[config.mk]
export PLATFORM = sky130hd
export DESIGN_NAME = dcff_core
export DESIGN_NICKNAME = d
export VERILOG_FILES = /design/src/design/dcff_pkg.sv /design/src/design/dcff_core.sv
export SDC_FILE = /design/constraint.sdc
export NUM_CORES = 2
export LEC_CHECK = 0
export BUFFER_PORTS_ARGS = -buffer_cell sky130_fd_sc_hd__buf_4
export CAP_MARGIN = 20
export CORE_ASPECT_RATIO = 0.75
export CORE_MARGIN = 5
export CORE_UTILIZATION = 35
export DETAILED_ROUTE_END_ITERATION = 8
export SLEW_MARGIN = 10
export SYNTH_ARGS = -nofsm -noshare
export SYNTH_HDL_FRONTEND = slang
export SYNTH_MEMORY_MAX_BITS = 65536
export SYNTH_SLANG_ARGS = --single-unit
[constraint.sdc]
create_clock -name CORE_CLK_I -period 7.9 [get_ports CORE_CLK_I]
set_clock_uncertainty 0.15 [all_clocks]
set_input_delay 0 -clock CORE_CLK_I [delete_from_list [all_inputs] [get_ports CORE_CLK_I]]
set_output_delay 0 -clock CORE_CLK_I [all_outputs]
set_load 0.02 [all_outputs]
[src/design/dcff_pkg.sv]
// Constants shared by the flag-timed FIFO block
package dcff_pkg;

	// Storage geometry
	localparam int unsigned DATA_W   = 9;
	localparam int unsigned ADDR_W   = 9;
	localparam int unsigned CNT_W    = 10;
	localparam logic [9:0]  DEPTH    = 10'h0200;

	// Pin bundle layout after synchronisation
	localparam int unsigned PIN_W    = 16;
	localparam int unsigned P_WCLK   = 0;
	localparam int unsigned P_RCLK   = 1;
	localparam int unsigned P_WRITE_ENABLE_PRIMARY_N = 2;
	localparam int unsigned P_WEN2LD = 3;
	localparam int unsigned P_READ_ENABLE_PRIMARY_N = 4;
	localparam int unsigned P_READ_ENABLE_SECONDARY_N = 5;
	localparam int unsigned P_OE_N   = 6;
	localparam int unsigned P_DATA   = 7;

	// Register bus
	localparam int unsigned BUS_AW   = 4;
	localparam int unsigned BUS_DW   = 32;
	localparam logic [3:0]  REG_STATUS      = 4'h0;
	localparam logic [3:0]  REG_COUNT       = 4'h4;
	localparam logic [3:0]  REG_EMPTY_OFFS  = 4'h8;
	localparam logic [3:0]  REG_FULL_OFFS   = 4'hC;

	// Status register bit positions
	localparam int unsigned ST_EMPTY_N  = 0;
	localparam int unsigned ST_FULL_N   = 1;
	localparam int unsigned ST_AEMPTY_N = 2;
	localparam int unsigned ST_AFULL_N  = 3;
	localparam int unsigned ST_LOADMODE = 4;
	localparam int unsigned ST_READY    = 5;

	// Reset values and strap wait count
	localparam logic [8:0]  EMPTY_OFFS_RST = 9'h007;
	localparam logic [8:0]  FULL_OFFS_RST  = 9'h007;
	localparam logic [1:0]  STRAP_WAIT     = 2'h3;

	// Start-up phases
	typedef enum logic [1:0] {
		DCFF_ST_STRAP = 2'b01,
		DCFF_ST_RUN   = 2'b10
	} dcff_phase_t;

endpackage

[src/design/dcff_core.sv]
// Nine-bit FIFO with edge-timed flags, sampled write and read clock pins
`timescale 1ns/1ps
// Summary of operation
// Full flag releases on the write edge after a read frees room.
// Empty flag releases on the read edge after a write stores data.
// Clock pins may keep toggling while reset is held.
// After reset data outputs are low when enabled, released when disabled.
// Shared pin level during reset picks second write enable or offset load.
// First read at empty boundary completes within about one read period.
// First word appears on the read edge after the empty flag rises.
// Almost-empty flag changes only on read clock edges.
// Almost-empty goes low when n-1 or fewer words remain.
// Almost-full goes low when the FIFO is m-1 words short of full.
// Almost-full threshold is depth minus offset.
// Almost-full flag changes only on write clock edges.
// Both write enables store a word; both read enables fetch one.
// Flags active low; writes ignored when full, reads when empty.
module dcff_core (
	// Clock and reset
	input  wire logic                       CORE_CLK_I,
	input  wire logic                       RST_N_I,
	// Write side pins
	input  wire logic                       WRITE_CLK_I,
	input  wire logic                       WRITE_ENABLE_PRIMARY_N_I,
	input  wire logic                       WRITE_ENABLE_OR_OFFSET_LOAD_I,
	input  wire logic [dcff_pkg::DATA_W-1:0] DATA_I,
	// Read side pins
	input  wire logic                       READ_CLK_I,
	input  wire logic                       READ_ENABLE_PRIMARY_N_I,
	input  wire logic                       READ_ENABLE_SECONDARY_N_I,
	input  wire logic                       OUTPUT_ENABLE_N_I,
	output logic      [dcff_pkg::DATA_W-1:0] DATA_O,
	output logic                            DATA_OE_O,
	// Flags
	output logic                            EMPTY_FLAG_N_O,
	output logic                            FULL_FLAG_N_O,
	output logic                            ALMOST_EMPTY_FLAG_N_O,
	output logic                            ALMOST_FULL_FLAG_N_O,
	// Register bus
	input  wire logic [dcff_pkg::BUS_AW-1:0] ADDR_I,
	input  wire logic [dcff_pkg::BUS_DW-1:0] WDATA_I,
	input  wire logic                       WR_I,
	input  wire logic                       RD_I,
	output logic      [dcff_pkg::BUS_DW-1:0] RDATA_O
);

	// Bitwise filter: a bit moves once stages two and three agree
	function automatic logic [dcff_pkg::PIN_W-1:0] agree_filter(
		input logic [dcff_pkg::PIN_W-1:0] s2,
		input logic [dcff_pkg::PIN_W-1:0] s3,
		input logic [dcff_pkg::PIN_W-1:0] held
	);
		agree_filter = (s2 & s3) | (held & (s2 | s3));
	endfunction

	// Next storage address, wrapping at the array end
	function automatic logic [dcff_pkg::ADDR_W-1:0] ptr_next(
		input logic [dcff_pkg::ADDR_W-1:0] ptr
	);
		ptr_next = ptr + 9'h001;
	endfunction

	logic [dcff_pkg::PIN_W-1:0]  pins;
	logic [dcff_pkg::PIN_W-1:0]  s1_q;
	logic [dcff_pkg::PIN_W-1:0]  s2_q;
	logic [dcff_pkg::PIN_W-1:0]  s3_q;
	logic [dcff_pkg::PIN_W-1:0]  filt_q;
	logic [dcff_pkg::PIN_W-1:0]  filt_d;
	logic                        wclk_rise;
	logic                        rclk_rise;
	logic [dcff_pkg::DATA_W-1:0] wdata;
	dcff_pkg::dcff_phase_t       phase_q;
	logic [1:0]                  wait_q;
	logic                        load_mode_q;
	logic                        load_sel_q;
	logic [dcff_pkg::DATA_W-1:0] mem [0:511];
	logic [dcff_pkg::ADDR_W-1:0] wr_ptr_q;
	logic [dcff_pkg::ADDR_W-1:0] rd_ptr_q;
	logic [dcff_pkg::CNT_W-1:0]  count_q;
	logic [dcff_pkg::CNT_W-1:0]  count_d;
	logic [8:0]                  empty_offs_q;
	logic [8:0]                  full_offs_q;
	logic                        running;
	logic                        wr_en;
	logic                        ld_en;
	logic                        rd_en;
	logic                        wr_ok;
	logic                        rd_ok;
	logic                        empty_flag_n_q;
	logic                        full_flag_n_q;
	logic                        almost_empty_flag_n_q;
	logic                        almost_full_flag_n_q;
	logic [dcff_pkg::DATA_W-1:0] data_q;
	logic                        data_oe_q;
	logic [dcff_pkg::BUS_DW-1:0] rdata_q;
	logic [dcff_pkg::BUS_DW-1:0] status_word;
	logic                        bus_empty_wr;
	logic                        bus_full_wr;
	logic                        pin_load;

	// Gather every pin into one bundle
	assign pins = {DATA_I, OUTPUT_ENABLE_N_I, READ_ENABLE_SECONDARY_N_I,
		READ_ENABLE_PRIMARY_N_I, WRITE_ENABLE_OR_OFFSET_LOAD_I,
		WRITE_ENABLE_PRIMARY_N_I, READ_CLK_I, WRITE_CLK_I};

	// Three-stage synchroniser; pins keep running through reset
	always_ff @(posedge CORE_CLK_I or negedge RST_N_I) begin
		if (!RST_N_I) begin
			s1_q <= '0;
			s2_q <= '0;
			s3_q <= '0;
		end else begin
			s1_q <= pins;
			s2_q <= s1_q;
			s3_q <= s2_q;
		end
	end

	// Filtered pin levels
	assign filt_d = agree_filter(s2_q, s3_q, filt_q);

	always_ff @(posedge CORE_CLK_I or negedge RST_N_I) begin
		if (!RST_N_I) begin
			filt_q <= '0;
		end else begin
			filt_q <= filt_d;
		end
	end

	// Sampled clock edges and qualified enables
	assign wclk_rise = filt_d[dcff_pkg::P_WCLK] & ~filt_q[dcff_pkg::P_WCLK];
	assign rclk_rise = filt_d[dcff_pkg::P_RCLK] & ~filt_q[dcff_pkg::P_RCLK];
	assign wdata     = filt_d[dcff_pkg::P_DATA +: dcff_pkg::DATA_W];
	assign running   = (phase_q == dcff_pkg::DCFF_ST_RUN);
	assign wr_en     = ~filt_d[dcff_pkg::P_WRITE_ENABLE_PRIMARY_N]
		& (load_mode_q | filt_d[dcff_pkg::P_WEN2LD]);
	assign ld_en     = ~filt_d[dcff_pkg::P_WRITE_ENABLE_PRIMARY_N] & load_mode_q
		& ~filt_d[dcff_pkg::P_WEN2LD];
	assign rd_en     = ~filt_d[dcff_pkg::P_READ_ENABLE_PRIMARY_N] & ~filt_d[dcff_pkg::P_READ_ENABLE_SECONDARY_N];
	assign wr_ok     = running & wclk_rise & wr_en & ~ld_en & full_flag_n_q;
	assign rd_ok     = running & rclk_rise & rd_en & empty_flag_n_q;

	// Strap capture once the synchroniser has settled after release
	always_ff @(posedge CORE_CLK_I or negedge RST_N_I) begin
		if (!RST_N_I) begin
			phase_q     <= dcff_pkg::DCFF_ST_STRAP;
			wait_q      <= 2'h0;
			load_mode_q <= 1'b0;
		end else begin
			case (phase_q)
				dcff_pkg::DCFF_ST_STRAP: begin
					if (wait_q == dcff_pkg::STRAP_WAIT) begin
						load_mode_q <= ~filt_d[dcff_pkg::P_WEN2LD]; // Low level selects load
						phase_q     <= dcff_pkg::DCFF_ST_RUN;
					end else begin
						wait_q <= wait_q + 2'h1;
					end
				end
				dcff_pkg::DCFF_ST_RUN: begin
					phase_q <= dcff_pkg::DCFF_ST_RUN;
				end
				default: begin
					phase_q <= dcff_pkg::DCFF_ST_STRAP;
				end
			endcase
		end
	end

	// Storage array, written on accepted write edges
	always_ff @(posedge CORE_CLK_I) begin
		if (wr_ok) begin
			mem[wr_ptr_q] <= wdata;
		end
	end

	// Word count after this cycle's accepted write and read
	assign count_d = count_q + (wr_ok ? 10'h001 : 10'h000) - (rd_ok ? 10'h001 : 10'h000);

	// Write address, advanced on accepted writes
	always_ff @(posedge CORE_CLK_I or negedge RST_N_I) begin
		if (!RST_N_I) begin
			wr_ptr_q <= '0;
		end else if (wr_ok) begin
			wr_ptr_q <= ptr_next(wr_ptr_q);
		end
	end

	// Read address, advanced on accepted reads
	always_ff @(posedge CORE_CLK_I or negedge RST_N_I) begin
		if (!RST_N_I) begin
			rd_ptr_q <= '0;
		end else if (rd_ok) begin
			rd_ptr_q <= ptr_next(rd_ptr_q);
		end
	end

	// Stored word count
	always_ff @(posedge CORE_CLK_I or negedge RST_N_I) begin
		if (!RST_N_I) begin
			count_q <= '0;
		end else begin
			count_q <= count_d;
		end
	end

	// Full flag, moved only on sampled write edges
	always_ff @(posedge CORE_CLK_I or negedge RST_N_I) begin
		if (!RST_N_I) begin
			full_flag_n_q <= 1'b1;
		end else if (running && wclk_rise) begin
			full_flag_n_q <= (count_d != dcff_pkg::DEPTH);
		end
	end

	// Almost-full flag, moved only on sampled write edges
	always_ff @(posedge CORE_CLK_I or negedge RST_N_I) begin
		if (!RST_N_I) begin
			almost_full_flag_n_q <= 1'b1;
		end else if (running && wclk_rise) begin
			almost_full_flag_n_q <= ~(count_d > (dcff_pkg::DEPTH
				- {1'b0, full_offs_q}));
		end
	end

	// Empty flag, moved only on sampled read edges
	always_ff @(posedge CORE_CLK_I or negedge RST_N_I) begin
		if (!RST_N_I) begin
			empty_flag_n_q <= 1'b0;
		end else if (running && rclk_rise) begin
			empty_flag_n_q <= (count_d != 10'h000);
		end
	end

	// Almost-empty flag, moved only on sampled read edges
	always_ff @(posedge CORE_CLK_I or negedge RST_N_I) begin
		if (!RST_N_I) begin
			almost_empty_flag_n_q <= 1'b0;
		end else if (running && rclk_rise) begin
			almost_empty_flag_n_q <= ~(count_d < {1'b0, empty_offs_q});
		end
	end

	// Output word, fetched the edge after empty rises
	always_ff @(posedge CORE_CLK_I or negedge RST_N_I) begin
		if (!RST_N_I) begin
			data_q <= '0;
		end else if (rd_ok) begin
			data_q <= mem[rd_ptr_q];
		end
	end

	// Output enable follows the sampled pin, held off until real levels arrive
	always_ff @(posedge CORE_CLK_I or negedge RST_N_I) begin
		if (!RST_N_I) begin
			data_oe_q <= 1'b0;
		end else begin
			data_oe_q <= running & ~filt_d[dcff_pkg::P_OE_N];
		end
	end

	// Offset load decode: a bus write to either offset register drops a pin load in the same cycle
	assign bus_empty_wr = WR_I & (ADDR_I == dcff_pkg::REG_EMPTY_OFFS);
	assign bus_full_wr  = WR_I & (ADDR_I == dcff_pkg::REG_FULL_OFFS);
	assign pin_load     = running & wclk_rise & ld_en & ~bus_empty_wr & ~bus_full_wr;

	// Almost-empty offset register
	always_ff @(posedge CORE_CLK_I or negedge RST_N_I) begin
		if (!RST_N_I) begin
			empty_offs_q <= dcff_pkg::EMPTY_OFFS_RST;
		end else if (bus_empty_wr) begin
			empty_offs_q <= WDATA_I[8:0];
		end else if (pin_load && !load_sel_q) begin
			empty_offs_q <= wdata;
		end
	end

	// Almost-full offset register
	always_ff @(posedge CORE_CLK_I or negedge RST_N_I) begin
		if (!RST_N_I) begin
			full_offs_q <= dcff_pkg::FULL_OFFS_RST;
		end else if (bus_full_wr) begin
			full_offs_q <= WDATA_I[8:0];
		end else if (pin_load && load_sel_q) begin
			full_offs_q <= wdata;
		end
	end

	// Pin loads alternate empty then full
	always_ff @(posedge CORE_CLK_I or negedge RST_N_I) begin
		if (!RST_N_I) begin
			load_sel_q <= 1'b0;
		end else if (pin_load) begin
			load_sel_q <= ~load_sel_q;
		end
	end

	// Status word built from the field positions
	always_comb begin
		status_word                        = '0;
		status_word[dcff_pkg::ST_EMPTY_N]  = empty_flag_n_q;
		status_word[dcff_pkg::ST_FULL_N]   = full_flag_n_q;
		status_word[dcff_pkg::ST_AEMPTY_N] = almost_empty_flag_n_q;
		status_word[dcff_pkg::ST_AFULL_N]  = almost_full_flag_n_q;
		status_word[dcff_pkg::ST_LOADMODE] = load_mode_q;
		status_word[dcff_pkg::ST_READY]    = running;
	end

	// Register read, answered one cycle after the strobe
	always_ff @(posedge CORE_CLK_I or negedge RST_N_I) begin
		if (!RST_N_I) begin
			rdata_q <= '0;
		end else if (RD_I) begin
			case (ADDR_I)
				dcff_pkg::REG_STATUS: begin
					rdata_q <= status_word;
				end
				dcff_pkg::REG_COUNT: begin
					rdata_q <= {22'h00_0000, count_q};
				end
				dcff_pkg::REG_EMPTY_OFFS: begin
					rdata_q <= {23'h00_0000, empty_offs_q};
				end
				dcff_pkg::REG_FULL_OFFS: begin
					rdata_q <= {23'h00_0000, full_offs_q};
				end
				default: begin
					rdata_q <= '0; // Unmapped reads return zero
				end
			endcase
		end else begin
			rdata_q <= '0;
		end
	end

	// Outputs straight from flip-flops
	assign DATA_O                = data_q;
	assign DATA_OE_O             = data_oe_q;
	assign EMPTY_FLAG_N_O        = empty_flag_n_q;
	assign FULL_FLAG_N_O         = full_flag_n_q;
	assign ALMOST_EMPTY_FLAG_N_O = almost_empty_flag_n_q;
	assign ALMOST_FULL_FLAG_N_O  = almost_full_flag_n_q;
	assign RDATA_O               = rdata_q;

endmodule // dcff_core

==> results.md <==
- The flow ran to the end, but the final reports show violations.
- The final reports fail on max-slew violations.
- The per-cell via count in the routed design is 5.65.
- After detailed routing, the number of remaining DRC violations is 0.
- slightly above 100 I/O pins were placed.
- The number of flops mapped to enable cells by yosys is 4608.
- Hold timing on the final database bottoms out at a slack of ~0.2 ns.
- The critical path start-end classification is reg2reg.
- The final critical path takes up between 70% and 80% of the cycle.
- The number of global-route vias before repair is around 89k.
- Dividing the synthesized area by the synthesized cell count gives 22.1 um^2.
- The number of pins with negative max-slew slack in the final report is approximately 100.
- The largest single stage delay on the critical path is between 0.5 and 0.6 ns.
- Summed over all instances, the cell type with the most area after synthesis is sky130_fd_sc_hd__edfxtp_1.
- The die extent in x is 847 um.
- The number of max-capacitance violations reported is 0.
- The area share of the largest cell type after synthesis is between 70% and 80%.
- The cell sitting at the root of the clock tree is a sky130_fd_sc_hd__clkbuf_16.
- Clock tree synthesis found a total of 4748 sinks.
- The main flop type after synthesis is sky130_fd_sc_hd__edfxtp_1.
- The launching element type of the critical path is a flop.
- The sum of buffers and inverters on the critical path is 3.
- Summing every instance area after synthesis gives 184000 um^2.
- Synthesis inferred roughly 4.7k register bits.
- The tightest min-delay check is of the reg2reg type.
- In the synthesized netlist, the cells that appear most often are 4608 x sky130_fd_sc_hd__edfxtp_1, 1248 x sky130_fd_sc_hd__mux4_2, 596 x sky130_fd_sc_hd__nor2_1, 257 x sky130_fd_sc_hd__mux2i_1, 219 x sky130_fd_sc_hd__clkbuf_1.
- The number of different library cells used by synthesis comes to 73.
- The number of nets with antenna violations after detailed routing is 0.
- For this run the aggregate overflow at the end of global routing stands at 0.
- The count of port buffers added during placement is 56.
- The starting density of the core is around a third.
- In this run, the combinational gates consume 21.6% of the power.
- The number of antenna violations at the first check in global routing is 38.
- After clock tree synthesis, the clock-pin slew on the worst setup and hold paths is 0.07 ns.
- The most used cell along the critical path is sky130_fd_sc_hd__ha_1.
- STA puts the critical path data arrival time at 6.51 ns.
- Sequential elements use approximately 77% of the synthesized area.
- Summed over all nets, the half-perimeter wirelength after detailed placement is 295000 um.
- The longest clock path from root to sink contains 4 buffers.
- The die height is 638 um.
- Based on the critical path, the design can be clocked at up to 175 MHz.
- The area of the die is 541000 um^2.
- The share of total power dissipated in sequential elements is a little under half.
- The critical path goes through inv_1 -> ha_1 -> nand4b_1 -> nor2_1 -> and3_1 -> inv_1 -> ha_1 -> inv_1 -> ha_1 -> fa_1 -> a21o_1 -> a21oi_1 -> o21bai_1 -> a21oi_1 -> o21ai_0 -> xor2_1 -> ha_1 -> nand4_1 -> nor3_1 -> a2111oi_0 -> a31oi_1 -> o21ai_0.
- VDD sags by at most 249 uV.
- Net switching is ~27% of the power.
- For this run, the post-layout net count is 8753.
- TritonCTS built the clock tree.
- Of all nets on the critical path, the largest fanout is 7.
- The count of final hold-check violations is 0.
- Cell internal power was estimated by the tool at ~46 mW.
- The switching component of the power is 17.1 mW.
- Among cell families on the critical path, the largest total delay comes from compound AO/OA/AOI/OAI gates.
- The tightest slew margin relative to the limit is -6.66%.
- Summed over all layers, the routed wires come to approximately 500000 um.
- For this run, the number of Yosys warnings is 0.
- At the pin with the least slew margin, the transition time is ~1.6 ns.
- The total power after layout is approximately 63 mW.
- The core outline area is ~520000 um^2.
- The area overhead of the layout relative to synthesis is 13.0%.
- The first detailed-routing pass ran for 7 iterations.
- The worst setup path is captured at a flop.
- STA puts the critical path data required time at 8.69 ns.
- The H-tree was split into 5 levels.
- The count of standard-cell rows is 230.
- For the final routed database, the setup TNS stands at 0 ns.
- Setup repair after global routing left no endpoint under its margin.
- Clock tree synthesis inserted a total of around 430 buffers.
- The clock network burns between 30% and 40% of the power.
- The static leakage power is 62.3 nW.
- Cells with a size suffix above 1 make up 24.8% of the layout.
- Gates resized during post-CTS repair numbered 0.
- The number of DRC violations after detailed-routing iteration 0 is around 13k.
- The async set-reset flop share out of synthesis is between 2 and 3%.
- In this run the power density over the cells is 302 nW/um^2.
- Across all layers, the routed design uses 90.4k vias.
- The first global-routing pass estimated 697000 um of wire.
- Ranked by total cell area, the synthesized netlist is headed by sky130_fd_sc_hd__edfxtp_1 75%, sky130_fd_sc_hd__mux4_2 15%, sky130_fd_sc_hd__dfrtp_1 1.8%, sky130_fd_sc_hd__mux2i_1 1.4%, sky130_fd_sc_hd__nor2_1 1.2%.
- The slowest stage of the critical path belongs to the cell sky130_fd_sc_hd__a2111oi_0.
- Setup violations remaining at the end of the flow were counted as 0.
- Subtracting the final worst setup slack from the clock period gives 5.72 ns.
- The most common cell in the synthesized netlist is sky130_fd_sc_hd__edfxtp_1.
- The latest clock arrival within the worst-skew pair is 1.06 ns.
- The layout filler cell count is 45.6k.
- The routed length per instance is 31.0 um.
- The placer congestion estimate is 0.834.
- Synthesis produced a netlist whose cell count is roughly 8.3k.
- The total track usage is about 18%.
- Entering global routing, the biggest net connects 216 pins.
## per-layer routing
metal | up-vias | GRT usage [%] | wire (um)
met5 | - | 0 | 27
met4 | 4 | 5.16 | 15100
met2 | 5170 | 25.9 | 217000
li1 | 35700 | - | -
met3 | 717 | 4.85 | 57500
met1 | 48800 | 26.7 | 206000
## final timing paths
check	slack, ns	to	cells after the start	start
min in group asynchronous	0.56	s2_q[2]	5	RST_N_I
worst max-delay path	2.18	ALMOST_FULL_FLAG_N_O	22	phase_q[0]
worst min register to register	0.20	s2_q[12]	0	s1_q[12]
worst max register to register	2.18	ALMOST_FULL_FLAG_N_O	22	phase_q[0]
max in group asynchronous	5.98	rd_ptr_q[5]	5	RST_N_I
worst min-delay path	0.20	s2_q[12]	0	s1_q[12]
## power by group through the flow
stage / Clock [mW] / Combinational [mW] / Sequential [mW]
after floorplan: 0 / 9.67 / 29.0
after global placement: 0 / 13.5 / 29.0
after detailed placement: 0 / 13.6 / 29.0
after CTS: 21.1 / 13.7 / 28.5
after global routing: 22.1 / 14.5 / 28.5
final: 20.8 / 13.6 / 28.5
## sequential cells by signal (all words and copies together), names as in the netlist
register               count
mem                     4608
filt_q                    16
s1_q                      16
s2_q                      16
s3_q                      16
RDATA_O                   10
count_q                   10
DATA_O                     9
empty_offs_q               9
full_offs_q                9
rd_ptr_q                   9
wr_ptr_q                   9
phase_q                    2
wait_q                     2
ALMOST_EMPTY_FLAG_N_O      1
ALMOST_FULL_FLAG_N_O       1
DATA_OE_O                  1
EMPTY_FLAG_N_O             1
FULL_FLAG_N_O              1
load_mode_q                1
load_sel_q                 1
## kinds of logic (layout without fill, tap and decap cells)
| logic type | Yosys count | after routing | synth area share (%) |
|---|---|---|---|
| AOI/OAI and AO/OA | 526 | 526 | 1.96 |
| adders and majority gates | 54 | 54 | 0.349 |
| DFF | 4748 | 4748 | 77.1 |
| buffers and inverters | 547 | 1198 | 1.55 |
| xor gates and xnor gates | 33 | 33 | 0.157 |
| muxes | 1531 | 1531 | 16.8 |
| other | 1 | 38 | 0.00204 |
| and+or+nand+nor | 903 | 903 | 2.05 |
## what timing repair did
item	CTS	global route
buffers inserted	0	0
hold buffers	99	0
endpoints found under the hold margin	181	0
## cell type report
class                   count  area (um^2)  area share [%]
flip-flops and latches   4748       142000            68.2
multi-input cells        3069        39600            19.1
clock buffers             517        11300            5.44
well taps                6960         8710            4.19
repair buffers            377         3740            1.80
clock inverters           266         2450            1.18
inverters                  38          146          0.0704
diodes                     16         40.0          0.0193
## per-stage QoR
step / area, um^2 / worst slack [ns] / instances / util [%]
floorplan: 184000 / 3.05 / 8364 / -
global placement: 193000 / 1.87 / 15100 / 36.8
detailed placement: 193000 / 2.14 / 15100 / 36.8
CTS: 208000 / 2.11 / 16000 / 39.7
global route: 208000 / 1.56 / 16000 / 39.7
finish: 208000 / 2.18 / 16000 / 39.7
## worst register-to-register path, delay by kind of cell, from the launching register on
family,cells,cell delay (ns)
AOI/OAI and AO/OA,8,1.74
xor gates and xnor gates,1,0.32
adders and majority gates,5,1.56
buffers and inverters,3,0.35
DFF,1,0.38
and+or+nand+nor,5,1.16
## cell usage in the layout, fill, tap and decap left out, drive strengths merged, types with 12 or more instances in the layout
| cell type | instances |
|---|---|
| nor2 | 596 |
| dfrtp | 131 |
| dlygate4sd3 | 98 |
| a211oi | 14 |
| buf | 274 |
| o22ai | 41 |
| nor4 | 17 |
| diode | 16 |
| ha | 37 |
| xnor2 | 21 |
| and3 | 13 |
| o21ai | 77 |
| o211ai | 12 |
| clkbuf | 522 |
| conb | 22 |
| nor3 | 26 |
| a21oi | 120 |
| clkinvlp | 24 |
| a221o | 14 |
| bufinv | 39 |
| xor2 | 12 |
| clkinv | 188 |
| nand3 | 30 |
| nor2b | 12 |
| mux4 | 1248 |
| inv | 53 |
| a22oi | 80 |
| nand2 | 149 |
| o221ai | 38 |
| edfxtp | 4608 |
| a221oi | 59 |
| mux2i | 257 |
| mux2 | 26 |
| maj3 | 16 |
Power figures use the tool's default switching activity.
